<file path="src/core/port_irq_pkg.sv">
// Package with register offsets, field positions and state types for the port interrupt block.
package port_irq_pkg;

  // Register byte offsets within the port window.
  localparam logic [7:0] OFS_IRQ_ENABLE = 8'h14;
  localparam logic [7:0] OFS_CMD_STATUS = 8'h18;

  // Writable enable bits; bits 21:8 and 25 are reserved and read as zero.
  localparam logic [31:0] IRQ_EN_WMASK = 32'hfdc0_00ff;
  // Position of the mechanical presence enable.
  localparam int MECH_EN_BIT = 7;
  // Position of the cold presence enable.
  localparam int COLD_EN_BIT = 31;
  // Command register field positions.
  localparam int RUN_BIT = 0;
  localparam int FRE_BIT = 4;
  // Reset value of both registers.
  localparam logic [31:0] REG_RESET = 32'h0000_0000;
  // Number of command slots.
  localparam int SLOT_COUNT = 32;

  // Register access request from the host side.
  typedef struct packed {
    logic wr;
    logic rd;
    logic [7:0] addr;
    logic [31:0] wdata;
  } reg_req_t;

  // Command engine states.
  typedef enum logic [1:0] {
    ENG_IDLE,
    ENG_RUN,
    ENG_STOP
  } eng_state_t;

endpackage : port_irq_pkg

</file>
<file path="src/core/port_irq_start.sv">
// Port interrupt enable, interrupt combine and command-engine run control.
//
// Operation
// - Received-FIS flags 0..3 raise interrupt when enabled.
// - Unknown FIS flag raises interrupt when enabled.
// - Descriptor done flag raises interrupt when enabled.
// - Port change flag raises interrupt when enabled.
// - Mechanical presence flag raises interrupt when enabled.
// - No presence switch: bit 7 reads zero.
// - PHY ready change raises interrupt when enabled.
// - Wrong port multiplier raises interrupt when enabled.
// - Overflow flag raises interrupt when enabled.
// - Nonfatal link error raises interrupt when enabled.
// - Fatal link error raises interrupt when enabled.
// - Host bus data error raises interrupt when enabled.
// - Host bus fatal error raises interrupt when enabled.
// - Task file error raises interrupt when enabled.
// - Cold presence flag raises interrupt when enabled.
// - No cold detect: bit 31 reads zero.
// - Process commands only while run bit set.
// - Run rising edge restarts at slot zero.
// - Run falling: clear issue vector once idle.
// - Flags clear by writing one elsewhere.
// - Post received frames only while receive enabled.
`timescale 1ns/1ps
module port_irq_start
  import port_irq_pkg::*;
#(
  parameter bit HAS_MECH_SWITCH = 1'b1,
  parameter bit HAS_COLD_DETECT = 1'b1,
  parameter int SLOTS = SLOT_COUNT
) (
  input wire logic clk_i,
  input wire logic reset_n_i,
  input wire reg_req_t req_i,
  input wire logic global_interrupt_enable_i,
  input wire logic [31:0] port_flags_i,
  input wire logic [SLOTS-1:0] issue_set_i,
  input wire logic [SLOTS-1:0] slot_done_i,
  input wire logic engine_idle_i,
  output logic [31:0] rdata_o,
  output logic port_irq_o,
  output logic engine_active_o,
  output logic restart_pulse_o,
  output logic fis_post_allow_o,
  output logic [SLOTS-1:0] command_issue_vector_o
);

  // Effective write mask with unsupported presence enables forced read-only.
  localparam logic [31:0] EN_MASK = IRQ_EN_WMASK
    & ~({31'h0, !HAS_MECH_SWITCH} << MECH_EN_BIT)
    & ~({31'h0, !HAS_COLD_DETECT} << COLD_EN_BIT);

  // Stored interrupt enables.
  logic [31:0] irq_en_r;
  // Run bit and receive enable.
  logic run_r;
  logic fre_r;
  // Engine state and issue vector.
  eng_state_t state_r;
  logic [SLOTS-1:0] ci_r;
  // Interrupt output register.
  logic irq_r;
  // Read data register.
  logic [31:0] rdata_r;
  // Restart pulse register.
  logic restart_r;
  // Write strobes.
  logic wr_en;
  logic wr_cmd;
  // Combined pending conditions.
  logic [31:0] pending;

  assign wr_en = req_i.wr && (req_i.addr == OFS_IRQ_ENABLE);
  assign wr_cmd = req_i.wr && (req_i.addr == OFS_CMD_STATUS);

  // Enable register; reserved and unsupported bits never store.
  always_ff @(posedge clk_i) begin
    if (!reset_n_i) begin
      irq_en_r <= REG_RESET;
    end else if (wr_en) begin
      irq_en_r <= req_i.wdata & EN_MASK;
    end
  end

  // Per-bit qualification of each flag by its enable.
  assign pending = irq_en_r & port_flags_i & EN_MASK;

  // Interrupt is a level: it stays up while the global enable and any pair stay set, and software
  // removes it by clearing the flag, which lives in the neighbouring block.
  always_ff @(posedge clk_i) begin
    if (!reset_n_i) begin
      irq_r <= 1'b0;
    end else begin
      irq_r <= global_interrupt_enable_i && (|pending);
    end
  end

  // Run and receive enable bits of the command register.
  always_ff @(posedge clk_i) begin
    if (!reset_n_i) begin
      run_r <= 1'b0;
      fre_r <= 1'b0;
    end else if (wr_cmd) begin
      // The run bit is taken as written; ordering against receive enable
      // is software's duty, so the block does not second-guess it.
      // software ordering
      run_r <= req_i.wdata[RUN_BIT];
      fre_r <= req_i.wdata[FRE_BIT];
    end
  end

  // Engine state: runs while the run bit is one, drains to idle on stop.
  always_ff @(posedge clk_i) begin
    if (!reset_n_i) begin
      state_r <= ENG_IDLE;
      restart_r <= 1'b0;
    end else begin
      restart_r <= 1'b0;
      case (state_r)
        ENG_IDLE: begin
          if (run_r) begin
            state_r <= ENG_RUN;
            restart_r <= 1'b1;
          end
        end
        ENG_RUN: begin
          if (!run_r) begin
            state_r <= ENG_STOP;
          end
        end
        ENG_STOP: begin
          if (engine_idle_i) begin
            state_r <= ENG_IDLE;
          end
        end
        default: begin
          state_r <= ENG_IDLE;
        end
      endcase
    end
  end

  // Issue vector; set by issue wins over completion in the same cycle.
  always_ff @(posedge clk_i) begin
    if (!reset_n_i) begin
      ci_r <= '0;
    end else if (state_r == ENG_STOP && engine_idle_i) begin
      ci_r <= '0;
    end else begin
      ci_r <= (ci_r & ~slot_done_i) | issue_set_i;
    end
  end

  // Register read path, one cycle after the request.
  always_ff @(posedge clk_i) begin
    if (!reset_n_i) begin
      rdata_r <= REG_RESET;
    end else if (req_i.rd) begin
      case (req_i.addr)
        OFS_IRQ_ENABLE: rdata_r <= irq_en_r;
        OFS_CMD_STATUS: begin
          rdata_r <= REG_RESET;
          rdata_r[RUN_BIT] <= run_r;
          rdata_r[FRE_BIT] <= fre_r;
        end
        default: rdata_r <= REG_RESET;
      endcase
    end
  end

  assign rdata_o = rdata_r;
  assign port_irq_o = irq_r;
  assign engine_active_o = (state_r == ENG_RUN);
  assign restart_pulse_o = restart_r;
  assign fis_post_allow_o = fre_r;
  assign command_issue_vector_o = ci_r;
endmodule : port_irq_start

</file>
<file path="config.mk">
export PLATFORM = sky130hd
export DESIGN_NAME = port_irq_start
export DESIGN_NICKNAME = d
export VERILOG_FILES = /design/src/core/port_irq_pkg.sv /design/src/core/port_irq_start.sv
export SDC_FILE = /design/constraint.sdc
export NUM_CORES = 1
export LEC_CHECK = 0
export BUFFER_PORTS_ARGS = -buffer_cell sky130_fd_sc_hd__buf_2
export CORE_MARGIN = 1
export CORE_UTILIZATION = 43
export CTS_CLUSTER_SIZE = 8
export DETAILED_ROUTE_END_ITERATION = 10
export GPL_ROUTABILITY_DRIVEN = 0
export HOLD_SLACK_MARGIN = 0.12
export PLACE_DENSITY_LB_ADDON = 0.2
export SYNTH_ARGS = -nofsm -noshare
export SYNTH_HDL_FRONTEND = slang
export SYNTH_SLANG_ARGS = --single-unit
export TNS_END_PERCENT = 5
</file>
<file path="constraint.sdc">
create_clock -name clk_i -period 1.95 [get_ports clk_i]
set_input_delay 0.0975 -clock clk_i [delete_from_list [all_inputs] [get_ports clk_i]]
set_output_delay 0.0975 -clock clk_i [all_outputs]
set_load 0.05 [all_outputs]
</file>
### Yosys cells after proc, flatten, opt, wreduce, memory -nomap -nowiden

Index checks and enable logic that the tools add are counted.

| operators by class | value |
|---|---|
| equality and inequality tests | 7 |
| bitwise logic cells | 5 |
| reduce and logical (&&, ||, !) cells | 9 |
| muxes and demuxes | 6 |

Operators by type and width:

| cell | number |
|---|---|
| $and 32x32->32 | 2 |
| $pmux 32 s2 | 1 |
| $not 32->32 | 1 |
| $or 32x32->32 | 1 |
| $reduce_or 17->1 | 1 |
| $eq 8x5->1 const B | 2 |
| $mux 2 | 3 |
| $ne 2x2->1 const B | 3 |
| $pmux 2 s3 | 1 |
| $logic_and 1x1->1 | 4 |
| $reduce_and 3->1 | 1 |
| $eq 2x1->1 const B | 1 |
| $eq 2x2->1 const B | 1 |
| $logic_not 2->1 | 1 |
| $reduce_and 2->1 | 1 |
| $reduce_or 2->1 | 1 |
| $mux 1 | 1 |
| $not 1->1 | 1 |

| word-level totals | value |
|---|---|
| flip-flop bits (word level) | 87 |
| output and inout port bits | 68 |
| word-level logic and storage cells | 35 |
| input port bits | 142 |

### Depth between registers and ports, before layout

Gate-level depths: netlist (run 1).

| depth | value |
|---|---|
| depth after elaboration | 3 |
| mapped depth | 6 |
| mapped depth without buffers | 4 |

### Worst setup path after synthesis (run 1)

No wires, ideal clock.

| timing path | value |
|---|---|
| path kind | flip-flop to flip-flop |
| start point | register state_r[0] |
| end point | register state_r[1] |
| slack | 0.477 ns |
| buffers on the path | 0 |
| stages on the path, launching flop included | 4 |
| setup time | 0.067 ns |
| data required time | 1.883 ns |
| data arrival time | 1.406 ns |
| period minus slack after synthesis | 1.473 ns |
| path through | dfxtp_1 > nor2b_1 > a22oi_1 > nor2b_1 |

| between the ends | value |
|---|---|
| longest elaborated chain between the ends | 3 |
| elaborated cells between the ends (all ways) | 8 |
| classes of those cells | eq/ne: 5; mux: 1; reduce/logical: 2 |

RTL lines:

| what | RTL line | text |
|---|---|---|
| start: declaration | port_irq_start.sv:60 | `eng_state_t state_r;` |
| start signal: assignment | port_irq_start.sv:116 | `state_r <= ENG_IDLE;` |
| start signal: assignment | port_irq_start.sv:123 | `state_r <= ENG_RUN;` |
| start signal: assignment | port_irq_start.sv:129 | `state_r <= ENG_STOP;` |
| $eq 2x1->1 (*) | n/a |  |
| named net engine_active_o | port_irq_start.sv:43 | `output logic engine_active_o,` |
| $ne 2x2->1 (no line) | n/a |  |
| $reduce_and 3->1 (no line) | n/a |  |

The timed path passes the listed nets; every way through them passes the cells marked *.
A chain may end at the register's enable or synchronous reset.

### Final worst setup path (run 1)

| timing path | value |
|---|---|
| start point | input req_i[33] in the netlist's numbering |
| end point | register run_r |

| between the ends | value |
|---|---|
| longest elaborated chain between the ends | 2 |

RTL lines:

| what | RTL line | text |
|---|---|---|
| start: declaration | port_irq_start.sv:35 | `input wire reg_req_t req_i,` |
| $eq 8x5->1 | port_irq_start.sv:75 | `assign wr_cmd = req_i.wr && (req_i.addr == OFS_CMD_STATUS);` |
| $logic_and 1x1->1 | port_irq_start.sv:75 |  |
| end signal: assignment | port_irq_start.sv:108 | `run_r <= req_i.wdata[RUN_BIT];` |
| end: declaration | port_irq_start.sv:57 | `logic run_r;` |

No other way between the ends.

==> impl_metrics.toml, run 1 <==
[critical_path]
cp_max_fo = 3
rrSetupSlack_ps = 660
crit_path_start_kind = "input pin"
worst_setup_path_end_kind = "register"
required_ps = 2180
crit_type = "input pin to register"
r2r_start = "irq_en_r[4]$_SDFFE_PN0P_"
r2r-end = "port_irq_o$_SDFF_PN0_"
critPathArrivalTime_ps = 1560
worstRegToRegCells = 4

[clock_network]
clockBufferDepth = 2
post_cts.repair.setup_buffers = 0
cts_tree = "done"
cts_sinks = 72
cts-root-buf = "clkbuf_8"
cts_made_buffers = 9
h-tree-depth = 3
path_clk_slew_ps = 70
clock_latency_ps = 340

[synth]
synth_commonest_cells = "72 x dfxtp_1, 47 x a21oi_1, 35 x nor2_1"
synth_top_area_frac = 0.514
synth_cell_types = 27
synth_edf_count = 0
synth_area_leader_cell = "dfxtp_1"
syn_area_um2 = 2810
synth_ff_type = "dfxtp_1"
syn_inst = 336
synth-seq-area-share = 0.514
synth.most_common_cell = "dfxtp_1"
synthTopCellsByArea = "dfxtp_1 51%, a21oi_1 8.4%, nor2b_1 7.6%, nor2_1 4.7%, inv_1 4.4%"
ys_ff_latch = 72
avgSynthCellArea_um2 = 8.35
synthArstFlopShare = 0
ys_warn_count = 0

[power_and_ir_drop]
p_leak_nw = 2.41
power.density_nw_per_um2 = 819
ir_worst_vdd_mv = 0.672

[sta]
slew_violations = 0
clock_skew_ps = 8.91
fin_ws_ps = 620
post-route-period-util = 0.682
hold_viol = 0
rsz0062_at_grt = "false"
post-route-min-period_ps = 1330
relSlewSlack = 0.663
worst_pin_slew_ps = 506
fin_tns_setup_ps = 0
fmax_mhz = 752
setup_violations = 0

[routing]
drt_iter0_markers = 102
drc = 0
firstDrtPassIters = 4
ant_nets = 0
wl_mm = 9.27
wl_per_cell_um = 13.9
avgViaCountPerCell = 4.81
num_vias = 3196

[finish]
finish.utilization = 0.757
final_nets = 725
area_growth_pct = 70.3
layout.cells.non_filler = 665
diodes = 0
drive_above_1_share = 0.315

[placed_design]
placed_cells = 564
dp_hpwl_mm = 5.19
preCtsSetupSlack_ps = 653
port_buffers = 164

[run_status]
outcome = "finished, final reports clean"

[die]
start_util = 0.444
fp.dieArea_um2 = 6850
die_w_um = 82.8
coreArea_um2 = 6310
fp-row-count = 29
ios = 210
die_h_um = 82.8

[worst_hold_path]
holdPathStages = 4
min_path_type = "input pin to register"
hold_end = "port_irq_o$_SDFF_PN0_"
worstHoldStart = "port_flags_i[31]"

[global_routing]
grt_pass1_vias = 3036
antenna_found_initial = 0
overflow = 0
grt_start_max_net_pins = 35
grt_usage = 0.267
grt_pass1_wl_mm = 13.4

[job]
drv_cap = 0
==> cells by family after synthesis <==
group / count (synthesis) / share of synthesized area
and+or+nand+nor: 119 / 0.214
AOI/OAI and AO/OA: 78 / 0.155
DFF: 72 / 0.514
buffers and inverters: 64 / 0.108
muxes: 2 / 0.00714
other: 1 / 0.00134
==> registers in the layout, summed over array words and instances (netlist names) <==
register,count
command_issue_vector_o,32
fis_post_allow_o,1
irq_en_r,17
port_irq_o,1
rdata_o,17
restart_pulse_o,1
run_r,1
state_r,2
==> power breakdown <==
| group | internal, W | total (W) | switching [W] |
|---|---|---|---|
| combinational | 0.000269 | 0.000642 | 0.000373 |
| sequential | 0.00151 | 0.00154 | 0.0000235 |
| clock | 0.00118 | 0.00173 | 0.000552 |
==> critical path, stage by stage <==
cell and delay (ps):
buf_2 110, nor4b_4 300, and2_1 210, nand3_1 150, mux2i_1 140, dlygate4sd3_1 550
==> per-layer routing <==
layer,global-route usage,share of wire
met1,0.284,0.38
met4,0.166,0.036
met2,0.474,0.53
met3,0.0634,0.057
met5,0,0
==> what timing repair did <==
action                                 CTS  global route
endpoints found under the hold margin   53             0
hold buffers                            85             0
gates resized for setup                  0             0
==> final cells by class <==
class | instances | area [um2]
clock buffer | 11 | 151
clock inverter | 5 | 150
fill | 464 | 1540
inverter | 33 | 124
multi-input combinational | 214 | 1110
sequential | 72 | 1440
tap | 77 | 96.3
timing repair buffer | 253 | 1700
==> through the flow <==
| stage | total power [W] | hold WS (ps) | area, um2 |
|---|---|---|---|
| 6_report | 0.00391 | 134 | 4780 |
| 5_1_grt | 0.00406 | 143 | 4780 |
| 4_1_cts | 0.00390 | 128 | 4780 |
| 3_5_place_dp | 0.00205 | 309 | 3620 |
| 3_3_place_gp | 0.00204 | 301 | 3620 |
| 2_1_floorplan | 0.00190 | 215 | 2860 |
==> cells in the final DEF (no fill, tap or decap), types with 4 or more instances in the layout <==
cell type / count
bufinv_16: 5
nor2b_1: 34
nand2_1: 20
inv_1: 33
buf_4: 4
nor2_1: 35
clkbuf_8: 11
dlygate4sd3_1: 85
a21oi_1: 47
conb_1: 15
nand3_1: 21
a22oi_1: 6
buf_2: 164
dfxtp_1: 72
o21ai_0: 17
==> how the worst max path moves through the flow <==
| stage | startpoint | to | cells after the start |
|---|---|---|---|
| 2_1_floorplan | state_r[0]$_SDFFE_PN0P_ | state_r[1]$_SDFFE_PN0P_ | 3 |
| 3_3_place_gp | irq_en_r[4]$_SDFFE_PN0P_ | port_irq_o$_SDFF_PN0_ | 4 |
| 3_5_place_dp | irq_en_r[4]$_SDFFE_PN0P_ | port_irq_o$_SDFF_PN0_ | 4 |
| 4_1_cts | req_i[33] | fis_post_allow_o$_SDFFE_PN0P_ | 6 |
| 5_1_grt | req_i[33] | run_r$_SDFFE_PN0P_ | 6 |
| 6_report | req_i[33] | run_r$_SDFFE_PN0P_ | 6 |
Power figures use the tool's default switching activity.
==> inputs of run 2 (changes only) <==
--- a/config.mk
+++ b/config.mk
@@ -5,9 +5,10 @@
 export SDC_FILE = /design/constraint.sdc
 export NUM_CORES = 1
 export LEC_CHECK = 0
+export ABC_AREA = 1
 export BUFFER_PORTS_ARGS = -buffer_cell sky130_fd_sc_hd__buf_2
 export CORE_MARGIN = 1
-export CORE_UTILIZATION = 43
+export CORE_UTILIZATION = 41
 export CTS_CLUSTER_SIZE = 8
 export DETAILED_ROUTE_END_ITERATION = 10
 export GPL_ROUTABILITY_DRIVEN = 0
==> constraint.sdc (replaced) <==
create_clock -name clk_i -period 1.3 [get_ports clk_i]
set_input_delay 0.065 -clock clk_i [delete_from_list [all_inputs] [get_ports clk_i]]
set_output_delay 0.065 -clock clk_i [all_outputs]
set_load 0.05 [all_outputs]
==> impl_metrics.toml, run 2 <==
[run_status]
outcome = "complete, but fails checks"
violations = "setup timing"

[die]
die_w_um = 87.7
coreArea_um2 = 6940
die_h_um = 87.7
fp-row-count = 30
start_util = 0.434
fp.dieArea_um2 = 7690
ios = 210

[synth]
synthTopCellsByArea = "dfxtp_1 48%, nor2_1 10%, nand2_1 9.3%, inv_1 7.7%, a21oi_1 6.3%"
ys_ff_latch = 72
syn_area_um2 = 3010
synth_ff_type = "dfxtp_1"
syn_inst = 415
synth_edf_count = 0
synthArstFlopShare = 0
synth-seq-area-share = 0.479
synth_cell_types = 23
synth_commonest_cells = "81 x nor2_1, 75 x nand2_1, 72 x dfxtp_1"
ys_warn_count = 0
synth_top_area_frac = 0.479
avgSynthCellArea_um2 = 7.26
synth.most_common_cell = "nor2_1"
synth_area_leader_cell = "dfxtp_1"

[global_routing]
grt_pass1_vias = 3291
grt_start_max_net_pins = 35
antenna_found_initial = 0
grt_usage = 0.258
grt_pass1_wl_mm = 15.1
overflow = 0

[power_and_ir_drop]
power.density_nw_per_um2 = 1010
p_leak_nw = 2.78
ir_worst_vdd_mv = 0.489

[finish]
final_common_cell = "buf_2"
finish.utilization = 0.727
layout.cells.non_filler = 774
final_cell_mix = "164 x buf_2, 89 x dlygate4sd3_1, 80 x nor2_1"
num-fill-cells = 513
drive_above_1_share = 0.322
diodes = 0
final_nets = 816
largest_reg_flops = 32
area_growth_pct = 67.7

[sta]
post-route-min-period_ps = 1300
post-route-period-util = 1.00
fmax_mhz = 767
rsz0062_at_grt = "true"
clock_skew_ps = 5.35
slew_violations = 0
holdWs_ps = 138
fin_ws_ps = -3.75
hold_viol = 0
setup_violations = 1

[critical_path]
worst_setup_path_end_kind = "register"
crit_chain = "inv_1, nand2_1, nand2_1, nor2_1, dlygate4sd3_1"
rrSetupSlack_ps = -4
r2r_start = "irq_en_r[22]$_SDFFE_PN0P_"
slowest_delay_ps = 560
cp_common_cell = "nand2_1"
required_ps = 1580
worst-path-buf-inv = 2
cp_max_fo = 3
slowest_stage = "dlygate4sd3_1"
critPathTopFamily = "buffers and inverters"
crit_path_start_kind = "register"
critPathArrivalTime_ps = 1580
worstRegToRegCells = 5
crit_type = "register to register"
r2r-end = "irq_en_r[22]$_SDFFE_PN0P_"

[clock_network]
cts_sinks = 72
clock_latency_ps = 330
cts_made_buffers = 9
cts-root-buf = "clkbuf_8"
post_cts.repair.setup_buffers = 0
clockBufferDepth = 2
cts_tree = "done"
h-tree-depth = 3
path_clk_slew_ps = 70

[worst_hold_path]
min_path_type = "input pin to register"
holdPathStages = 7
worstHoldStart = "port_flags_i[3]"
hold_end = "port_irq_o$_SDFF_PN0_"

[routing]
avgViaCountPerCell = 4.45
wl_mm = 10.0
num_vias = 3446
drc = 0
wl_per_cell_um = 12.9
drt_iter0_markers = 104
firstDrtPassIters = 5
ant_nets = 0

[job]
drv_cap = 0

[placed_design]
dp_hpwl_mm = 5.54
placed_cells = 664
port_buffers = 164
[run 2: cell types whose count changed after synthesis, moves of 3 or more]
cell / delta
inv_1: +29
nand2_2: +11
buf_6: +3
a21oi_1: -9
nor2b_1: -34
nand3_1: -10
a22oi_1: -6
a21oi_2: +10
nor2_1: +46
nand2_1: +55
a22o_1: -3
[run 2: what timing repair did]
item,4_1_cts,5_1_grt
hold buffers,95,0
endpoints found under the hold margin,53,0
resized for setup,0,17
endpoints found under the setup margin,0,17
[run 2: layer usage]
layer	global-route usage	vias up	wire length, um
li1	-	1737	-
met1	0.285	1515	4060
met2	0.465	163	4890
met3	0.0688	31	715
met4	0.109	0	337
met5	0	-	0
[run 2: tightest hold or removal path: stages]
cell and delay [ps]:
buf_2 80, nand2_1 40, nand2_1 50, nor2_1 30
nand3_1 50, nor2_1 40, nor2_1 70
[run 2: kinds of logic after synthesis]
group | synth area share
flops | 0.479
buf+inv | 0.150
compound gates | 0.117
simple gates | 0.253
other cells | 0.00125
[run 2: cell type report]
class                   count  area, um2  area share
flip-flops and latches     72       1440       0.286
clock inverters             4       20.0     0.00396
repair buffers            265       1880       0.373
well taps                  96        120      0.0238
clock buffers              11        151      0.0300
inverters                  63        236      0.0468
multi-input cells         263       1200       0.237
[run 2: worst max-delay path by stage]
stage / startpoint / end / slack [ps] / cells past startpoint
after floorplan: state_r[0]$_SDFFE_PN0P_ / state_r[1]$_SDFFE_PN0P_ / 220 / 4
after global placement: req_i[35] / irq_en_r[28]$_SDFFE_PN0P_ / 250 / 8
after detailed placement: req_i[35] / irq_en_r[3]$_SDFFE_PN0P_ / 220 / 8
after CTS: req_i[35] / irq_en_r[30]$_SDFFE_PN0P_ / 30 / 9
after global routing: req_i[38] / irq_en_r[22]$_SDFFE_PN0P_ / -80 / 10
final: irq_en_r[22]$_SDFFE_PN0P_ / irq_en_r[22]$_SDFFE_PN0P_ / -4 / 5
[run 2: where the power goes]
group | switching (W) | internal, W | total [W]
logic | 0.000719 | 0.000459 | 0.00118
registers | 0.0000500 | 0.00230 | 0.00235
clock network | 0.000791 | 0.000773 | 0.00156
[run 2: metrics by stage]
stage | setup TNS [ps] | power, W | worst slack [ps] | instance area, um2
5_1_grt | -214 | 0.00530 | -75.8 | 5050
3_3_place_gp | 0 | 0.00328 | 253 | 3870
2_1_floorplan | 0 | 0.00302 | 216 | 3070
3_5_place_dp | 0 | 0.00329 | 223 | 3870
4_1_cts | 0 | 0.00506 | 31.6 | 5000
6_report | -3.75 | 0.00509 | -3.75 | 5050
==> inputs of run 3 (changes only) <==
--- a/config.mk
+++ b/config.mk
@@ -14,6 +14,7 @@
 export GPL_ROUTABILITY_DRIVEN = 0
 export HOLD_SLACK_MARGIN = 0.12
 export PLACE_DENSITY_LB_ADDON = 0.2
+export SKIP_CTS_REPAIR_TIMING = 1
 export SYNTH_ARGS = -nofsm -noshare
 export SYNTH_HDL_FRONTEND = slang
 export SYNTH_SLANG_ARGS = --single-unit
==> impl_metrics.toml, run 3 (same netlist as run 2, synthesis figures left out) <==
[die]
fp-row-count = 30
ios = 210
coreArea_um2 = 6940
fp.dieArea_um2 = 7690
die_h_um = 87.7
die_w_um = 87.7
start_util = 0.434

[sta]
hold_viol = 0
fin_tns_setup_ps = -55.9
fin_ws_ps = -55.9
post-route-period-util = 1.04
clock_skew_ps = 6.11
slew_violations = 0
post-route-min-period_ps = 1360
fmax_mhz = 738
setup_violations = 1
holdWs_ps = 129

[clock_network]
cts_made_buffers = 9
clockBufferDepth = 2
cts-root-buf = "clkbuf_8"
path_clk_slew_ps = 70
clock_latency_ps = 330
cts_sinks = 72
h-tree-depth = 3
cts_tree = "done"

[critical_path]
rrSetupSlack_ps = 0
slowest_delay_ps = 580
crit_path_start_kind = "input pin"
cp_common_cell = "dlygate4sd3_1"
slowest_stage = "dlygate4sd3_1"
required_ps = 1520
crit_type = "input pin to register"
crit_chain = "dlygate4sd3_1, buf_2, a21oi_1, dlygate4sd3_1, nor2_1"
cp_max_fo = 1
worst_setup_path_end_kind = "register"
critPathArrivalTime_ps = 1580

[power_and_ir_drop]
clockPowerShare = 0.308
swShare = 0.305
ir_worst_vdd_mv = 0.477
seq_power_share = 0.464
power.switching_w = 0.00154
intPower_w = 0.00352
power.density_nw_per_um2 = 1030
p_leak_nw = 2.65
combinationalPowerShare = 0.228

[routing]
avgViaCountPerCell = 4.45
drc = 0
ant_nets = 0
firstDrtPassIters = 4
num_vias = 3399
wl_mm = 9.52
wl_per_cell_um = 12.5
drt_iter0_markers = 96

[global_routing]
grt_start_max_net_pins = 35
antenna_found_initial = 0
grt_usage = 0.179
grt_pass1_vias = 2416
grt_pass1_wl_mm = 10.6
overflow = 0

[finish]
final_common_cell = "buf_2"
largest_reg_flops = 32
layout.cells.non_filler = 764
final_nets = 806
num-fill-cells = 527
multi_input_area_um2 = 1170
area_growth_pct = 62.6
diodes = 0
drive_above_1_share = 0.316
final_cell_mix = "164 x buf_2, 85 x dlygate4sd3_1, 80 x nor2_1"
regArea_um2 = 1440

[job]
drv_cap = 0

[run_status]
outcome = "complete, but fails checks"
violations = "setup timing"

[placed_design]
preCtsSetupSlack_ps = 223
placed_cells = 664
port_buffers = 164
dp_hpwl_mm = 5.54

[worst_hold_path]
min_path_type = "input pin to register"
run 3: worst paths after layout:
check                                                           start  depth (start not counted)                                     to
worst max-delay path                                  issue_set_i[10]                          5  command_issue_vector_o[10]$_SDFF_PP0_
worst min-delay path                                        reset_n_i                          3              irq_en_r[30]$_SDFFE_PN0P_
worst max register to register  command_issue_vector_o[10]$_SDFF_PP0_                          3  command_issue_vector_o[10]$_SDFF_PP0_
worst min register to register                state_r[0]$_SDFFE_PN0P_                          1             restart_pulse_o$_SDFF_PN0_
run 3: through the flow:
stage	area [um2]	utilization	total power, W
floorplan	3070	-	0.00302
global placement	3870	0.558	0.00328
global route	4900	0.705	0.00529
CTS	4050	0.583	0.00484
detailed placement	3870	0.558	0.00329
finish	4900	0.705	0.00506
run 3: layout make-up:
| cell class | count | share of cell area |
|---|---|---|
| repair buffers | 255 | 0.358 |
| clock buffers | 11 | 0.0309 |
| inverters | 63 | 0.0483 |
| multi-input cells | 263 | 0.240 |
| well taps | 96 | 0.0245 |
| flip-flops and latches | 72 | 0.294 |
| clock inverters | 4 | 0.00409 |
run 3: power groups by stage:
stage | Clock [W] | Combinational, W | Sequential, W
CTS | 0.00160 | 0.000898 | 0.00234
global route | 0.00170 | 0.00123 | 0.00236
finish | 0.00156 | 0.00115 | 0.00235
floorplan | 0 | 0.000302 | 0.00271
global placement | 0 | 0.000891 | 0.00239
detailed placement | 0 | 0.000896 | 0.00239
run 3: critical path: cells and delay by family:
family	cells	cell delay, ps
AOI/OAI and AO/OA	1	210
buffers and inverters	3	1260
and+or+nand+nor	1	40
run 3: metal layers:
layer	vias to the layer above	part of all wire	GRT usage
met1	1501	0.40	0.224
met4	0	0.025	0.0581
li1	1722	-	-
met5	-	0	0
met3	26	0.072	0.0509
met2	150	0.50	0.296
